--- config.mk ---
export PLATFORM = sky130hd
export DESIGN_NAME = joint_homing_sequencer
export DESIGN_NICKNAME = d
export VERILOG_FILES = /design/src/joint_homing_pkg.sv /design/src/joint_homing_sequencer.sv
export SDC_FILE = /design/constraint.sdc
export NUM_CORES = 1
export LEC_CHECK = 0
export BUFFER_PORTS_ARGS = -buffer_cell sky130_fd_sc_hd__buf_2
export CAP_MARGIN = 0
export CORE_MARGIN = 2
export CORE_UTILIZATION = 25
export CTS_CLUSTER_SIZE = 20
export DETAILED_ROUTE_END_ITERATION = 8
export MAX_ROUTING_LAYER = met4
export SETUP_SLACK_MARGIN = 0.4
export SKIP_LAST_GASP = 1
export SLEW_MARGIN = 30
export SYNTH_ARGS = -nofsm -noshare
export SYNTH_HDL_FRONTEND = slang
export SYNTH_SLANG_ARGS = --single-unit
--- constraint.sdc ---
create_clock -name i_clk -period 7.29 [get_ports i_clk]
set_input_delay 0 -clock i_clk [delete_from_list [all_inputs] [get_ports i_clk]]
set_output_delay 0 -clock i_clk [all_outputs]
set_load 0.03 [all_outputs]
--- src/joint_homing_pkg.sv ---
// How it works
// - pick immediate, index-only, switch-only or switch-plus-index from the settings
// - any other velocity and index combination is a configuration error, no run
// - zero seek velocity means no home switch, so the search is skipped
// - switch already active at start: move off it opposite the seek sign
// - search along the seek velocity, stop as soon as the switch is seen
// - same signs: back off the switch, then approach again at capture velocity
// - opposite signs: capture moves away, first qualifying edge after leaving switch
// - seek zero, capture nonzero, index used: go straight to index search at capture velocity
// - seek nonzero, capture zero: flag an error and abort
// - index used: latch index rising edge; else switch edge chosen by signs
// - at the latch point load the joint coordinate with the home offset
// - last step moves the joint from the offset point to the home position
// - final move uses final velocity, or maximum joint speed when that is zero
// - a final move is always issued except for the immediate homing type
// - ignore-limits masks only this joint's limit while homing; default off
// - shared switch guard set: refuse to start while the home switch is closed
// - home-all start waits until all lower sequence joints are homed
// - sequence number -1 keeps the joint out of home-all
// - unhome-on-off set: homed clears when the machine turns off
// - locking indexer: unlock before homing, lock after it completes
`default_nettype none
package joint_homing_pkg;
	// register word addresses
	localparam logic [3:0] REG_CTRL = 4'h0;
	localparam logic [3:0] REG_CFG = 4'h1;
	localparam logic [3:0] REG_SEEK_VEL = 4'h2;
	localparam logic [3:0] REG_CAPTURE_VEL = 4'h3;
	localparam logic [3:0] REG_FINAL_VEL = 4'h4;
	localparam logic [3:0] REG_MAX_VEL = 4'h5;
	localparam logic [3:0] REG_HOME_OFFSET = 4'h6;
	localparam logic [3:0] REG_HOME_POS = 4'h7;
	localparam logic [3:0] REG_STATUS = 4'h8;
	localparam int ADDR_W = 4;
	localparam int DATA_W = 32;
	// control bits (write-one pulses)
	localparam int CTRL_START = 0;
	localparam int CTRL_ABORT = 1;
	// configuration bits
	localparam int CFG_USE_INDEX = 0;
	localparam int CFG_IGNORE_LIMITS = 1;
	localparam int CFG_SHARED_GUARD = 2;
	localparam int CFG_UNHOME_ON_OFF = 3;
	localparam int CFG_LOCKING = 4;
	localparam int CFG_SEQ_LSB = 8;
	localparam int SEQ_W = 8;
	localparam logic [SEQ_W-1:0] SEQ_RESET = 8'hff;
	// status bits
	localparam int ST_HOMED = 0;
	localparam int ST_HOMING = 1;
	localparam int ST_CFG_ERR = 2;
	localparam int ST_LIMIT_ERR = 3;
	localparam int ST_SHARED_ERR = 4;
	localparam int ST_ARMED = 5;
	localparam int ST_UNLOCK = 6;
	// synchronised pin inputs
	localparam int PIN_HOME_SW = 0;
	localparam int PIN_INDEX = 1;
	localparam int PIN_LIMIT = 2;
	localparam int PIN_MACHINE_ON = 3;
	localparam int PIN_STOPPED = 4;
	localparam int PIN_UNLOCKED = 5;
	localparam int PIN_N = 6;
	typedef enum logic [1:0] {
		TYPE_IMMEDIATE,
		TYPE_INDEX_ONLY,
		TYPE_SWITCH,
		TYPE_INVALID
	} home_type_e;
endpackage
`default_nettype wire

--- src/joint_homing_sequencer.sv ---
// The implementer's own choices: the address map and the Avalon-MM interface to the registers.
`timescale 1ns/100ps
`default_nettype none
module joint_homing_sequencer #(
	parameter int VEL_W = 16,
	parameter int POS_W = 32
) (
	// clock and reset
	input wire logic i_clk,
	input wire logic i_resetn,
	// avalon-mm slave
	input wire logic [joint_homing_pkg::ADDR_W-1:0] i_address,
	input wire logic i_read,
	input wire logic i_write,
	input wire logic [joint_homing_pkg::DATA_W-1:0] i_writedata,
	output logic [joint_homing_pkg::DATA_W-1:0] o_readdata,
	output logic o_waitrequest,
	// joint pins
	input wire logic i_home_sw,
	input wire logic i_index,
	input wire logic i_limit,
	input wire logic i_machine_on,
	input wire logic i_stopped,
	input wire logic i_unlocked,
	input wire logic signed [POS_W-1:0] i_joint_pos,
	// home-all coordination
	input wire logic i_home_all,
	input wire logic i_lower_homed,
	// drive side
	output logic signed [VEL_W-1:0] o_vel_cmd,
	output logic o_pos_load,
	output logic signed [POS_W-1:0] o_pos_load_value,
	output logic o_limit_masked,
	output logic o_unlock,
	output logic o_homing,
	output logic o_homed,
	output logic o_error
);
	if (VEL_W < 2 || VEL_W > 32 || POS_W < VEL_W || POS_W > 32) begin : g_bad_width
		$error("joint_homing_sequencer: unsupported VEL_W or POS_W");
	end

	typedef enum logic [3:0] {
		S_IDLE,
		S_UNLOCK,
		S_CHECK,
		S_CLEAR,
		S_SEARCH,
		S_BACKOFF,
		S_LATCH,
		S_LOADWAIT,
		S_FINAL,
		S_STOPWAIT,
		S_LOCK
	} state_e;

	state_e state;
	state_e stop_next;

	// pin synchronisers
	logic [joint_homing_pkg::PIN_N-1:0] pin_meta;
	logic [joint_homing_pkg::PIN_N-1:0] pin_sync;
	logic home_sw_d;
	logic index_d;
	logic machine_on_d;

	// configuration
	logic signed [VEL_W-1:0] seek_vel;
	logic signed [VEL_W-1:0] capture_vel;
	logic signed [VEL_W-1:0] final_vel;
	logic signed [VEL_W-1:0] max_vel;
	logic signed [POS_W-1:0] home_offset;
	logic signed [POS_W-1:0] home_pos;
	logic use_index;
	logic ignore_limits;
	logic shared_guard;
	logic unhome_on_off;
	logic locking;
	logic signed [joint_homing_pkg::SEQ_W-1:0] home_seq;

	// status
	logic cfg_err;
	logic limit_err;
	logic shared_err;
	logic armed;
	logic qualified;
	logic final_up;

	// bus strobes
	logic bus_take;
	logic wr_start;
	logic wr_abort;

	logic sw;
	logic sw_rise;
	logic sw_fall;
	logic idx_rise;
	logic off_edge;
	logic start;
	logic abort;
	logic same_sign;
	logic latch_hit;
	logic seek_zero;
	logic cap_zero;
	logic signed [VEL_W-1:0] final_speed;
	joint_homing_pkg::home_type_e home_type;

	function automatic logic signed [VEL_W-1:0] negate(input logic signed [VEL_W-1:0] v);
		negate = VEL_W'(-v);
	endfunction

	always_ff @(posedge i_clk or negedge i_resetn) begin
		if (!i_resetn) begin
			pin_meta <= '0;
			pin_sync <= '0;
		end else begin
			pin_meta <= {i_unlocked, i_stopped, i_machine_on, i_limit, i_index, i_home_sw};
			pin_sync <= pin_meta;
		end
	end

	always_ff @(posedge i_clk or negedge i_resetn) begin
		if (!i_resetn) begin
			home_sw_d <= 1'b0;
			index_d <= 1'b0;
			machine_on_d <= 1'b0;
		end else begin
			home_sw_d <= pin_sync[joint_homing_pkg::PIN_HOME_SW];
			index_d <= pin_sync[joint_homing_pkg::PIN_INDEX];
			machine_on_d <= pin_sync[joint_homing_pkg::PIN_MACHINE_ON];
		end
	end

	assign sw = pin_sync[joint_homing_pkg::PIN_HOME_SW];
	assign sw_rise = sw && !home_sw_d;
	assign sw_fall = !sw && home_sw_d;
	assign idx_rise = pin_sync[joint_homing_pkg::PIN_INDEX] && !index_d;
	assign off_edge = machine_on_d && !pin_sync[joint_homing_pkg::PIN_MACHINE_ON];

	// homing type decode
	assign seek_zero = (seek_vel == '0);
	assign cap_zero = (capture_vel == '0);
	assign same_sign = (seek_vel[VEL_W-1] == capture_vel[VEL_W-1]);

	always_comb begin
		if (seek_zero && cap_zero && !use_index) begin
			home_type = joint_homing_pkg::TYPE_IMMEDIATE;
		end else if (seek_zero && !cap_zero && use_index) begin
			home_type = joint_homing_pkg::TYPE_INDEX_ONLY;
		end else if (!seek_zero && !cap_zero) begin
			home_type = joint_homing_pkg::TYPE_SWITCH;
		end else begin
			home_type = joint_homing_pkg::TYPE_INVALID;
		end
	end

	// qualifying latch event
	always_comb begin
		if (use_index) begin
			latch_hit = qualified && idx_rise;
		end else if (same_sign) begin
			latch_hit = sw_rise;
		end else begin
			latch_hit = sw_fall;
		end
	end

	assign final_speed = (final_vel == '0) ? max_vel : final_vel;

	// avalon slave: one wait cycle, then the accepting edge
	assign bus_take = (i_read || i_write) && !o_waitrequest;
	assign wr_start = bus_take && i_write && (i_address == joint_homing_pkg::REG_CTRL)
		&& i_writedata[joint_homing_pkg::CTRL_START];
	assign wr_abort = bus_take && i_write && (i_address == joint_homing_pkg::REG_CTRL)
		&& i_writedata[joint_homing_pkg::CTRL_ABORT];

	always_ff @(posedge i_clk or negedge i_resetn) begin
		if (!i_resetn) begin
			o_waitrequest <= 1'b1;
		end else if (bus_take) begin
			o_waitrequest <= 1'b1;
		end else if (i_read || i_write) begin
			o_waitrequest <= 1'b0;
		end
	end

	always_ff @(posedge i_clk or negedge i_resetn) begin
		if (!i_resetn) begin
			o_readdata <= '0;
		end else if (i_read && o_waitrequest) begin
			o_readdata <= '0;
			unique case (i_address)
				joint_homing_pkg::REG_CFG: begin
					o_readdata[joint_homing_pkg::CFG_USE_INDEX] <= use_index;
					o_readdata[joint_homing_pkg::CFG_IGNORE_LIMITS] <= ignore_limits;
					o_readdata[joint_homing_pkg::CFG_SHARED_GUARD] <= shared_guard;
					o_readdata[joint_homing_pkg::CFG_UNHOME_ON_OFF] <= unhome_on_off;
					o_readdata[joint_homing_pkg::CFG_LOCKING] <= locking;
					o_readdata[joint_homing_pkg::CFG_SEQ_LSB +: joint_homing_pkg::SEQ_W] <= home_seq;
				end
				joint_homing_pkg::REG_SEEK_VEL: o_readdata <= 32'(seek_vel);
				joint_homing_pkg::REG_CAPTURE_VEL: o_readdata <= 32'(capture_vel);
				joint_homing_pkg::REG_FINAL_VEL: o_readdata <= 32'(final_vel);
				joint_homing_pkg::REG_MAX_VEL: o_readdata <= 32'(max_vel);
				joint_homing_pkg::REG_HOME_OFFSET: o_readdata <= 32'(home_offset);
				joint_homing_pkg::REG_HOME_POS: o_readdata <= 32'(home_pos);
				joint_homing_pkg::REG_STATUS: begin
					o_readdata[joint_homing_pkg::ST_HOMED] <= o_homed;
					o_readdata[joint_homing_pkg::ST_HOMING] <= o_homing;
					o_readdata[joint_homing_pkg::ST_CFG_ERR] <= cfg_err;
					o_readdata[joint_homing_pkg::ST_LIMIT_ERR] <= limit_err;
					o_readdata[joint_homing_pkg::ST_SHARED_ERR] <= shared_err;
					o_readdata[joint_homing_pkg::ST_ARMED] <= armed;
					o_readdata[joint_homing_pkg::ST_UNLOCK] <= o_unlock;
				end
				default: o_readdata <= '0;
			endcase
		end
	end

	// configuration registers
	always_ff @(posedge i_clk or negedge i_resetn) begin
		if (!i_resetn) begin
			seek_vel <= '0;
			capture_vel <= '0;
			final_vel <= '0;
			max_vel <= '0;
			home_offset <= '0;
			home_pos <= '0;
			use_index <= 1'b0;
			ignore_limits <= 1'b0;
			shared_guard <= 1'b0;
			unhome_on_off <= 1'b0;
			locking <= 1'b0;
			home_seq <= joint_homing_pkg::SEQ_RESET;
		end else if (bus_take && i_write) begin
			unique case (i_address)
				joint_homing_pkg::REG_CFG: begin
					use_index <= i_writedata[joint_homing_pkg::CFG_USE_INDEX];
					ignore_limits <= i_writedata[joint_homing_pkg::CFG_IGNORE_LIMITS];
					shared_guard <= i_writedata[joint_homing_pkg::CFG_SHARED_GUARD];
					unhome_on_off <= i_writedata[joint_homing_pkg::CFG_UNHOME_ON_OFF];
					locking <= i_writedata[joint_homing_pkg::CFG_LOCKING];
					home_seq <= i_writedata[joint_homing_pkg::CFG_SEQ_LSB +: joint_homing_pkg::SEQ_W];
				end
				joint_homing_pkg::REG_SEEK_VEL: seek_vel <= i_writedata[VEL_W-1:0];
				joint_homing_pkg::REG_CAPTURE_VEL: capture_vel <= i_writedata[VEL_W-1:0];
				joint_homing_pkg::REG_FINAL_VEL: final_vel <= i_writedata[VEL_W-1:0];
				joint_homing_pkg::REG_MAX_VEL: max_vel <= i_writedata[VEL_W-1:0];
				joint_homing_pkg::REG_HOME_OFFSET: home_offset <= i_writedata[POS_W-1:0];
				joint_homing_pkg::REG_HOME_POS: home_pos <= i_writedata[POS_W-1:0];
				default: begin
				end
			endcase
		end
	end

	// home-all arming; negative sequence numbers never arm
	always_ff @(posedge i_clk or negedge i_resetn) begin
		if (!i_resetn) begin
			armed <= 1'b0;
		end else if (state != S_IDLE || wr_abort) begin
			armed <= 1'b0;
		end else if (i_home_all && !home_seq[joint_homing_pkg::SEQ_W-1]) begin
			armed <= 1'b1;
		end else if (armed && i_lower_homed) begin
			armed <= 1'b0;
		end
	end

	assign start = (state == S_IDLE) && (wr_start || (armed && i_lower_homed));
	assign abort = (state != S_IDLE) && (wr_abort || !pin_sync[joint_homing_pkg::PIN_MACHINE_ON]
		|| (pin_sync[joint_homing_pkg::PIN_LIMIT] && !ignore_limits));

	// main sequencer
	always_ff @(posedge i_clk or negedge i_resetn) begin
		if (!i_resetn) begin
			state <= S_IDLE;
			stop_next <= S_IDLE;
			o_vel_cmd <= '0;
			o_pos_load <= 1'b0;
			o_pos_load_value <= '0;
			o_unlock <= 1'b0;
			cfg_err <= 1'b0;
			limit_err <= 1'b0;
			shared_err <= 1'b0;
			qualified <= 1'b0;
			final_up <= 1'b0;
		end else begin
			o_pos_load <= 1'b0;
			if (abort) begin
				state <= S_IDLE;
				o_vel_cmd <= '0;
				o_unlock <= 1'b0;
				limit_err <= pin_sync[joint_homing_pkg::PIN_LIMIT] && !ignore_limits;
			end else begin
				unique case (state)
					S_IDLE: begin
						if (start) begin
							cfg_err <= 1'b0;
							limit_err <= 1'b0;
							shared_err <= 1'b0;
							if (shared_guard && sw) begin
								shared_err <= 1'b1;
							end else if (locking) begin
								state <= S_UNLOCK;
							end else begin
								state <= S_CHECK;
							end
						end
					end
					S_UNLOCK: begin
						// raised one cycle after start so it never leads the homing flag
						o_unlock <= 1'b1;
						if (pin_sync[joint_homing_pkg::PIN_UNLOCKED]) begin
							state <= S_CHECK;
						end
					end
					S_CHECK: begin
						qualified <= 1'b0;
						unique case (home_type)
							joint_homing_pkg::TYPE_IMMEDIATE: begin
								o_pos_load <= 1'b1;
								o_pos_load_value <= home_offset;
								state <= S_LOADWAIT;
							end
							joint_homing_pkg::TYPE_INDEX_ONLY: begin
								qualified <= 1'b1;
								o_vel_cmd <= capture_vel;
								state <= S_LATCH;
							end
							joint_homing_pkg::TYPE_SWITCH: begin
								if (sw) begin
									o_vel_cmd <= negate(seek_vel);
									state <= S_CLEAR;
								end else begin
									o_vel_cmd <= seek_vel;
									state <= S_SEARCH;
								end
							end
							default: begin
								cfg_err <= 1'b1;
								o_unlock <= 1'b0;
								state <= S_IDLE;
							end
						endcase
					end
					S_CLEAR: begin
						if (!sw) begin
							o_vel_cmd <= seek_vel;
							state <= S_SEARCH;
						end
					end
					S_SEARCH: begin
						if (sw) begin
							o_vel_cmd <= '0;
							stop_next <= same_sign ? S_BACKOFF : S_LATCH;
							state <= S_STOPWAIT;
						end
					end
					S_BACKOFF: begin
						o_vel_cmd <= negate(seek_vel);
						if (!sw) begin
							o_vel_cmd <= '0;
							stop_next <= S_LATCH;
							state <= S_STOPWAIT;
						end
					end
					S_LATCH: begin
						o_vel_cmd <= capture_vel;
						if (same_sign && sw) begin
							qualified <= 1'b1;
						end else if (!same_sign && !sw) begin
							qualified <= 1'b1;
						end
						if (home_type == joint_homing_pkg::TYPE_INDEX_ONLY) begin
							qualified <= 1'b1;
						end
						if (latch_hit) begin
							o_vel_cmd <= '0;
							o_pos_load <= 1'b1;
							o_pos_load_value <= home_offset;
							state <= S_LOADWAIT;
						end
					end
					S_LOADWAIT: begin
						if (home_type == joint_homing_pkg::TYPE_IMMEDIATE) begin
							state <= locking ? S_LOCK : S_IDLE;
							o_unlock <= 1'b0;
						end else begin
							stop_next <= S_FINAL;
							state <= S_STOPWAIT;
						end
					end
					S_STOPWAIT: begin
						if (pin_sync[joint_homing_pkg::PIN_STOPPED]) begin
							state <= stop_next;
							if (stop_next == S_FINAL) begin
								final_up <= (home_pos >= i_joint_pos);
								o_vel_cmd <= (home_pos >= i_joint_pos) ? final_speed : negate(final_speed);
							end else if (stop_next == S_LOCK) begin
								o_unlock <= 1'b0;
							end
						end
					end
					S_FINAL: begin
						if (final_up ? (i_joint_pos >= home_pos) : (i_joint_pos <= home_pos)) begin
							o_vel_cmd <= '0;
							stop_next <= locking ? S_LOCK : S_IDLE;
							if (!locking) begin
								o_unlock <= 1'b0;
							end
							state <= S_STOPWAIT;
						end
					end
					S_LOCK: begin
						if (!pin_sync[joint_homing_pkg::PIN_UNLOCKED]) begin
							state <= S_IDLE;
						end
					end
					default: state <= S_IDLE;
				endcase
			end
		end
	end

	// homed flag: completion sets it, restart or machine-off with unhome_on_off set clears it; set wins
	logic homing_done;
	assign homing_done = !abort && ((state == S_LOCK && !pin_sync[joint_homing_pkg::PIN_UNLOCKED])
		|| (state == S_LOADWAIT && home_type == joint_homing_pkg::TYPE_IMMEDIATE && !locking)
		|| (state == S_STOPWAIT && stop_next == S_IDLE && pin_sync[joint_homing_pkg::PIN_STOPPED]));

	always_ff @(posedge i_clk or negedge i_resetn) begin
		if (!i_resetn) begin
			o_homed <= 1'b0;
		end else if (homing_done) begin
			o_homed <= 1'b1;
		end else if (start && !(shared_guard && sw)) begin
			o_homed <= 1'b0;
		end else if (off_edge && unhome_on_off) begin
			o_homed <= 1'b0;
		end
	end

	always_ff @(posedge i_clk or negedge i_resetn) begin
		if (!i_resetn) begin
			o_homing <= 1'b0;
			o_limit_masked <= 1'b0;
			o_error <= 1'b0;
		end else begin
			o_homing <= (state != S_IDLE);
			o_limit_masked <= (state != S_IDLE) && ignore_limits;
			o_error <= cfg_err || limit_err || shared_err;
		end
	end
endmodule
`default_nettype wire

==> Word-level counts from Yosys, hierarchy flattened <==
Cells that the tools add are included.
W data, S select, Z words.
{ "classes": {"magnitude_cmp": 3, "n_bitwise": 1, "n_eq_ne": 49, "reduce_logical": 93, "n_addsub": 2, "mux": 82} }
{ "op_table": {"columns": ["operator", "n"], "rows": [
  ["$mux W16", 11],
  ["$pmux W16 S7", 1],
  ["$pmux W16 S6", 1],
  ["$mux W4", 17],
  ["$ge A32 B32 Y1", 2],
  ["$mux W32", 2],
  ["$pmux W32 S2", 1],
  ["$pmux W8 S7", 1],
  ["$logic_not A16 Y1", 3],
  ["$ne A3 B3 Y1 const B", 16],
  ["$pmux W4 S11", 1],
  ["$pmux W5 S8", 1],
  ["$logic_and A1 B1 Y1", 33],
  ["$eq A4 B3 Y1 const B", 8],
  ["$le A32 B32 Y1", 1],
  ["$mux W1", 32],
  ["$neg A16 Y16", 2],
  ["$pmux W16 S2", 1],
  ["$eq A4 B4 Y1 const B", 6],
  ["$eq A4 B2 Y1 const B", 4],
  ["$ne A2 B2 Y1 const B", 8],
  ["$pmux W4 S4", 1],
  ["$reduce_and A2 Y1", 8],
  ["$logic_not A1 Y1", 15],
  ["other kinds (28)", 54]
]} }
{ "word_totals": {"output_inout_bits": 87, "ff_bits": 257, "word_cells": 265, "input_bits": 80} }

==> Logic depth before layout (Yosys ltp) <==
{ "logic_depth": {"depth_word": 13, "depth_mapped": 15, "mapped_depth_nobuf": 14} }

==> Worst setup path before layout <==
No wires, ideal clock.
{ "synth_timing": {"path_kind": "reg2reg", "startpoint": "register seek_vel[1]", "endpoint": "register stop_next[0]", "path_slack_ns": 3.749, "stages_incl_launch_ff": 14, "n_path_buf": 0, "setup_ns": 0.128, "arrival_time_ns": 3.413, "required_ns": 7.162, "period_less_slack_ns": 3.541, "path_cell_list": "dfrtp_1 -> inv_1 -> ha_1 -> nor3b_2 -> nand3_1 -> or3_1 -> or3_1 -> mux2_1 -> ha_1 -> a21oi_1 -> mux2i_1 -> a2bb2oi_1 -> nor3_2 -> mux2_1"} }
{ "synth_between": {"elab_chain_cells": 9, "word_cells_on_any_way": 13, "cone_classes": "eq/ne (1); mux (3); reduce/logical (9)"} }
{ "synth_rtl": {"columns": ["item", "line_no", "rtl"], "rows": [
  ["start, declared", "joint_homing_sequencer.sv:68", "logic signed [VEL_W-1:0] seek_vel;"],
  ["start signal, assigned", "joint_homing_sequencer.sv:246", "joint_homing_pkg::REG_SEEK_VEL: seek_vel <= i_writedata[VEL_W-1:0];"],
  ["$logic_not A16 Y1 *", "joint_homing_sequencer.sv:141", "assign seek_zero = (seek_vel == '0);"],
  ["$logic_not A1 Y1", "joint_homing_sequencer.sv:150", "end else if (!seek_zero && !cap_zero) begin"],
  ["$logic_and A1 B1 Y1", "joint_homing_sequencer.sv:150", null],
  ["$mux W1", "joint_homing_sequencer.sv:150", null],
  ["$mux W2", "joint_homing_sequencer.sv:148", "end else if (seek_zero && !cap_zero && use_index) begin"],
  ["$mux W2 *", "joint_homing_sequencer.sv:146", "if (seek_zero && cap_zero && !use_index) begin"],
  ["$logic_not A2 Y1 *", "joint_homing_sequencer.sv:387", "if (home_type == joint_homing_pkg::TYPE_IMMEDIATE) begin"],
  ["$ne A2 B2 Y1 (no line) *", null, null],
  ["$reduce_and A6 Y1 (no line) *", null, null],
  ["end signal, assigned", "joint_homing_sequencer.sv:357", "stop_next <= same_sign ? S_BACKOFF : S_LATCH;"],
  ["end signal, assigned", "joint_homing_sequencer.sv:409", "stop_next <= locking ? S_LOCK : S_IDLE;"],
  ["end, declared", "joint_homing_sequencer.sv:58", "state_e stop_next;"]
]} }
Mark *: on every way between the ends. The rest lies on a longest branch, timed or not.
A chain may end at the register's enable or synchronous reset.

==> Worst setup path after layout <==
{ "layout_timing": {"startpoint": "register seek_vel[0]", "endpoint": "register o_vel_cmd[14]"} }
{ "layout_between": {"elab_chain_cells": 10, "word_cells_on_any_way": 20, "cone_classes": "add/sub (1); eq/ne (3); mux (8); reduce/logical (8)"} }
{ "layout_rtl": {"columns": ["item", "line_no", "rtl"], "rows": [
  ["$logic_not A16 Y1", "joint_homing_sequencer.sv:141", null],
  ["$logic_not A1 Y1", "joint_homing_sequencer.sv:150", null],
  ["$logic_and A1 B1 Y1", "joint_homing_sequencer.sv:150", null],
  ["$mux W1", "joint_homing_sequencer.sv:150", null],
  ["$mux W2", "joint_homing_sequencer.sv:148", null],
  ["$mux W2", "joint_homing_sequencer.sv:146", null],
  ["$eq A2 B2 Y1 or $eq A2 B1 Y1 (tied branches)", "joint_homing_sequencer.sv:321", "unique case (home_type)"],
  ["$pmux W16 S2", "joint_homing_sequencer.sv:321", null],
  ["$pmux W16 S7", "joint_homing_sequencer.sv:297", "unique case (state)"],
  ["$mux W16", "joint_homing_sequencer.sv:291", "if (abort) begin"],
  ["end signal, assigned", "joint_homing_sequencer.sv:329", "o_vel_cmd <= capture_vel;"],
  ["end signal, assigned", "joint_homing_sequencer.sv:334", "o_vel_cmd <= negate(seek_vel);"],
  ["end signal, assigned", "joint_homing_sequencer.sv:337", "o_vel_cmd <= seek_vel;"],
  ["end, declared", "joint_homing_sequencer.sv:30", "output logic signed [VEL_W-1:0] o_vel_cmd,"]
]} }
Several ways; a longest one is shown, not always the timed one.

==> out/results.tsv <==
stage	metric	value	unit
status	status	finished, final reports clean	
routing	drc	0	
yosys	synthCells	1373	
yosys	synth_area_leaders	dfrtp_1 46%, mux2_2 9.3%, nand2_1 5.9%	
sta	max_slew.worst_pin.slew	1.008	ns
critical_path	cp-start-kind	flip-flop	
power_and_ir_drop	ir_worst_vdd	0.0002267	V
critical_path	cp.arrival	4.88	ns
yosys	ys_ff_latch	257	
routing	viasPerCell	5.250	
critical_path	worst_path_largest_cell_delay	0.80	ns
sta	fin_crit_sh	60.27	%
critical_path	crit_path_end_kind	flip-flop	
min_path	hp-start	i_read	
sta	skew	0.02128	ns
yosys	synthFlopType	dfrtp_1	
floorplanning	io_pins	167	
critical_path	path_cells	inv_1 -> ha_1 -> nor3b_2 -> nand3_1 -> or3_1 -> or3_1 -> mux2_1 -> ha_1 -> inv_1 -> o311ai_0 -> a32o_1	
critical_path	cp_top_family	simple AND/OR/NAND/NOR gates	
cts	cts_sinks	257	
global_routing	grt-ovfl-total	0	
floorplanning	die_area	56140	sq um
yosys	synth_edf_count	0	
finish	drive_gt1_share	23.79	%
global_routing	grt_pass1_vias	11900	
routing	routed_wl	48.04	mm
yosys	syn-num-nets	1491	
routing	route.antenna.remaining_nets	0	
sta	rsz0062_at_grt	no	
finish	layout.nets	1669	
cts	tritoncts	built	
yosys	synth_top_area_cell	dfrtp_1	
global_routing	grt_max_degree	115	
place	gp_congestion	0.9206	
yosys	post_synth_num_cell_types	72	
critical_path	r2r_cells	11	
floorplanning	coreArea	53710	sq um
sta	tns	0	ns
place	dp_slack	2.983	ns
floorplanning	fp.dieW	236.9	microns
place	hpwl	34.90	mm
critical_path	path_class	flip-flop to flip-flop	
power_and_ir_drop	sequentialPowerShare	37.6	%
cts	postCtsSetupBuffers	0	
sta	setup_violations	0	
yosys	yosysSeqAreaShare	47.50	%
finish	areaGrowthSynthToFinish	22.30	%
sta	relSlewSlack	31.09	%
critical_path	path_buf_inv	2	
cts	cts_buffers	28	
critical_path	cp_slowest_cell	ha_1	
routing	dr.pass1.iters	9	
critical_path	reg2reg_slack	2.90	ns
power_and_ir_drop	p_int	3927	uW
yosys	synth_top_area_share	45.75	%
power_and_ir_drop	p_leak	0.007552	uW
routing	via_count	11940	
yosys	yosysWarningCount	0	
sta	fin_crit	4.394	ns
cts	cts_max_path_buffers	3	
global_routing	globalRouteTotalUtil	17.29	%
yosys	netlist_area	13560	sq um
power_and_ir_drop	clkPwrFrac	22.1	%
sta	slew_violations	0	
sta	fmax	0.2276	GHz
floorplanning	rows	85	
critical_path	r2r-start	seek_vel[0]$_DFFE_PN0P_	
cts	root_buffer	clkbuf_16	
floorplanning	start_util	25.26	%
finish	post-route-util	30.89	%
sta	fin_ws	2.896	ns
min_path	hp-class	input pin to flip-flop	
yosys	synth.avg_cell_area	9.879	sq um
power_and_ir_drop	p_sw_share	42.45	%
critical_path	crit_required	7.78	ns
yosys	async_reset_ff_share	100.0	%
critical_path	regToRegEndpoint	o_vel_cmd[14]$_DFFE_PN0P_	
min_path	holdPathStages	4	
power_and_ir_drop	power_density	411.3	nW/um^2
routing	drtIter0Drc	1133	
place	place.port_buffers	166	
power_and_ir_drop	p_switching	2897	uW
cts	clk_pin_slew	0.07	ns
min_path	whs_endpoint	o_readdata[4]$_DFFE_PN0P_	
global_routing	antenna_found_initial	6	
routing	wl_per_cell	21.11	microns
critical_path	path_max_fanout	30	
floorplanning	die_h	236.9	microns
global_routing	grt_pass1_wl	73.69	mm
sta	hold_viol	0	
job	cap_violations	0	
power_and_ir_drop	power_frac_comb	40.2	%
cts	h-tree-depth	1	
cts	worstSkewPairLatency	0.57	ns
==> registers in the layout, summed over array words and instances, names as in the netlist, 4 cells and up <==
name and cells:
o_pos_load_value 32, home_seq 8, home_pos 32, capture_vel 16
max_vel 16, pin_sync 6, o_vel_cmd 16, stop_next 4
state 4, o_readdata 32, home_offset 32, final_vel 16
pin_meta 6, seek_vel 16
==> per-layer routing <==
metal	GRT usage, %	share of wire, %	routed length [microns]	vias up
li1	-	-	-	5443
met1	21.80	43	20430	5935
met2	27.67	47	22480	491
met3	3.999	8.0	3848	75
met4	5.044	2.7	1274	0
met5	-	0	0	-
==> worst reg2reg max path: cells and delay by family (launching register included) <==
family	cells	cell delay (ns)
mux	1	0.28
compound gates	2	0.66
fa+ha+maj	2	1.00
buf+inv	2	0.40
simple gates	4	1.51
flops	1	0.45
==> power groups by stage <==
stage                     Sequential [uW]  Combinational (uW)  Clock [uW]
after floorplan                      2570                1730           0
after global placement               2560                2660           0
after detailed placement             2570                2700           0
after CTS                            2550                2740        1540
after global routing                 2630                3020        1600
final                                2570                2740        1510
==> worst max-delay path by stage <==
stage	start	endpoint	cells after the start
global placement	seek_vel[0]$_DFFE_PN0P_	o_pos_load_value[12]$_DFFE_PN0P_	14
floorplan	seek_vel[1]$_DFFE_PN0P_	stop_next[0]$_DFFE_PN0P_	13
finish	seek_vel[0]$_DFFE_PN0P_	o_vel_cmd[14]$_DFFE_PN0P_	11
detailed placement	seek_vel[0]$_DFFE_PN0P_	o_vel_cmd[0]$_DFFE_PN0P_	12
CTS	seek_vel[0]$_DFFE_PN0P_	o_vel_cmd[0]$_DFFE_PN0P_	12
global route	seek_vel[0]$_DFFE_PN0P_	o_vel_cmd[0]$_DFFE_PN0P_	12
==> per-stage QoR <==
stage | cells | total power (uW) | hold slack, ns | area (sq um)
6_report | 2275 | 6824 | 0.04882 | 16590
5_1_grt | 2274 | 7244 | 0.06790 | 16590
4_1_cts | 2266 | 6830 | 0.03708 | 16530
3_5_place_dp | 2170 | 5273 | 0.1094 | 15110
3_3_place_gp | 2170 | 5222 | 0.1169 | 15100
2_1_floorplan | 1373 | 4295 | -0.2956 | 13560
==> final cells by class <==
type                    count  area (sq um)
diodes                      7         17.52
clock buffers              36         782.0
clock inverters            15         185.2
fillers                  5512         37120
inverters                  51         191.4
multi-input cells         983          6636
flip-flops and latches    257          6442
well taps                 696         870.8
repair buffers            230          1464
==> Yosys cell counts (all sizes together) (4+ instances only) <==
master and number:
a32o 13, a221o 6, a21oi 48, dfrtp 248, xor2 10, mux2i 6
nand2 212, nor3 22, and3 6, a211oi 8, dfstp 9, a22o 19
nand3b 4, a31oi 13, o211ai 12, nor2b 13, a222oi 10, o31ai 9
or4 9, nand4 26, or3 14, a22oi 46, o21ai 103, o31a 6
nand3 35, nor2 64, o22ai 5, buf 21, a21o 6, mux2 117
xnor2 6, inv 50, ha 38, nor4 13, clkbuf 61, a221oi 24
o311ai 4, nand2b 10, and2 5
==> kinds of logic (layout without fill, tap and decap cells) <==
logic type      count (synthesis)  in the layout  share of synthesized area (%)
compound gates                358            358                          18.16
fa+ha+maj                      38             38                          3.505
flops                         257            257                          47.50
buf+inv                       133            332                          3.819
simple gates                  448            448                          15.80
mux                           123            123                          10.18
other cells                     0              7                              0
xor+xnor                       16             16                          1.033
==> cell usage in the layout (no fill, tap or decap), types with 14 or more instances in the layout <==
cell and n:
a21oi_1 48, a221oi_1 24, a22o_1 19, a22oi_1 46, buf_2 165, buf_4 15, clkbuf_16 29, dfrtp_1 248
dlygate4sd3_1 46, ha_1 38, inv_1 49, mux2_2 112, nand2_1 212, nand3_1 35, nand4_1 26, nor2_1 62
nor3_1 15, o21ai_0 97, or3_1 14
==> repair_timing <==
item,in CTS,in global routing
hold buffers,45,1
resized for setup,0,0
endpoints found under the hold margin,262,25
(Power assumes the default switching activity.)
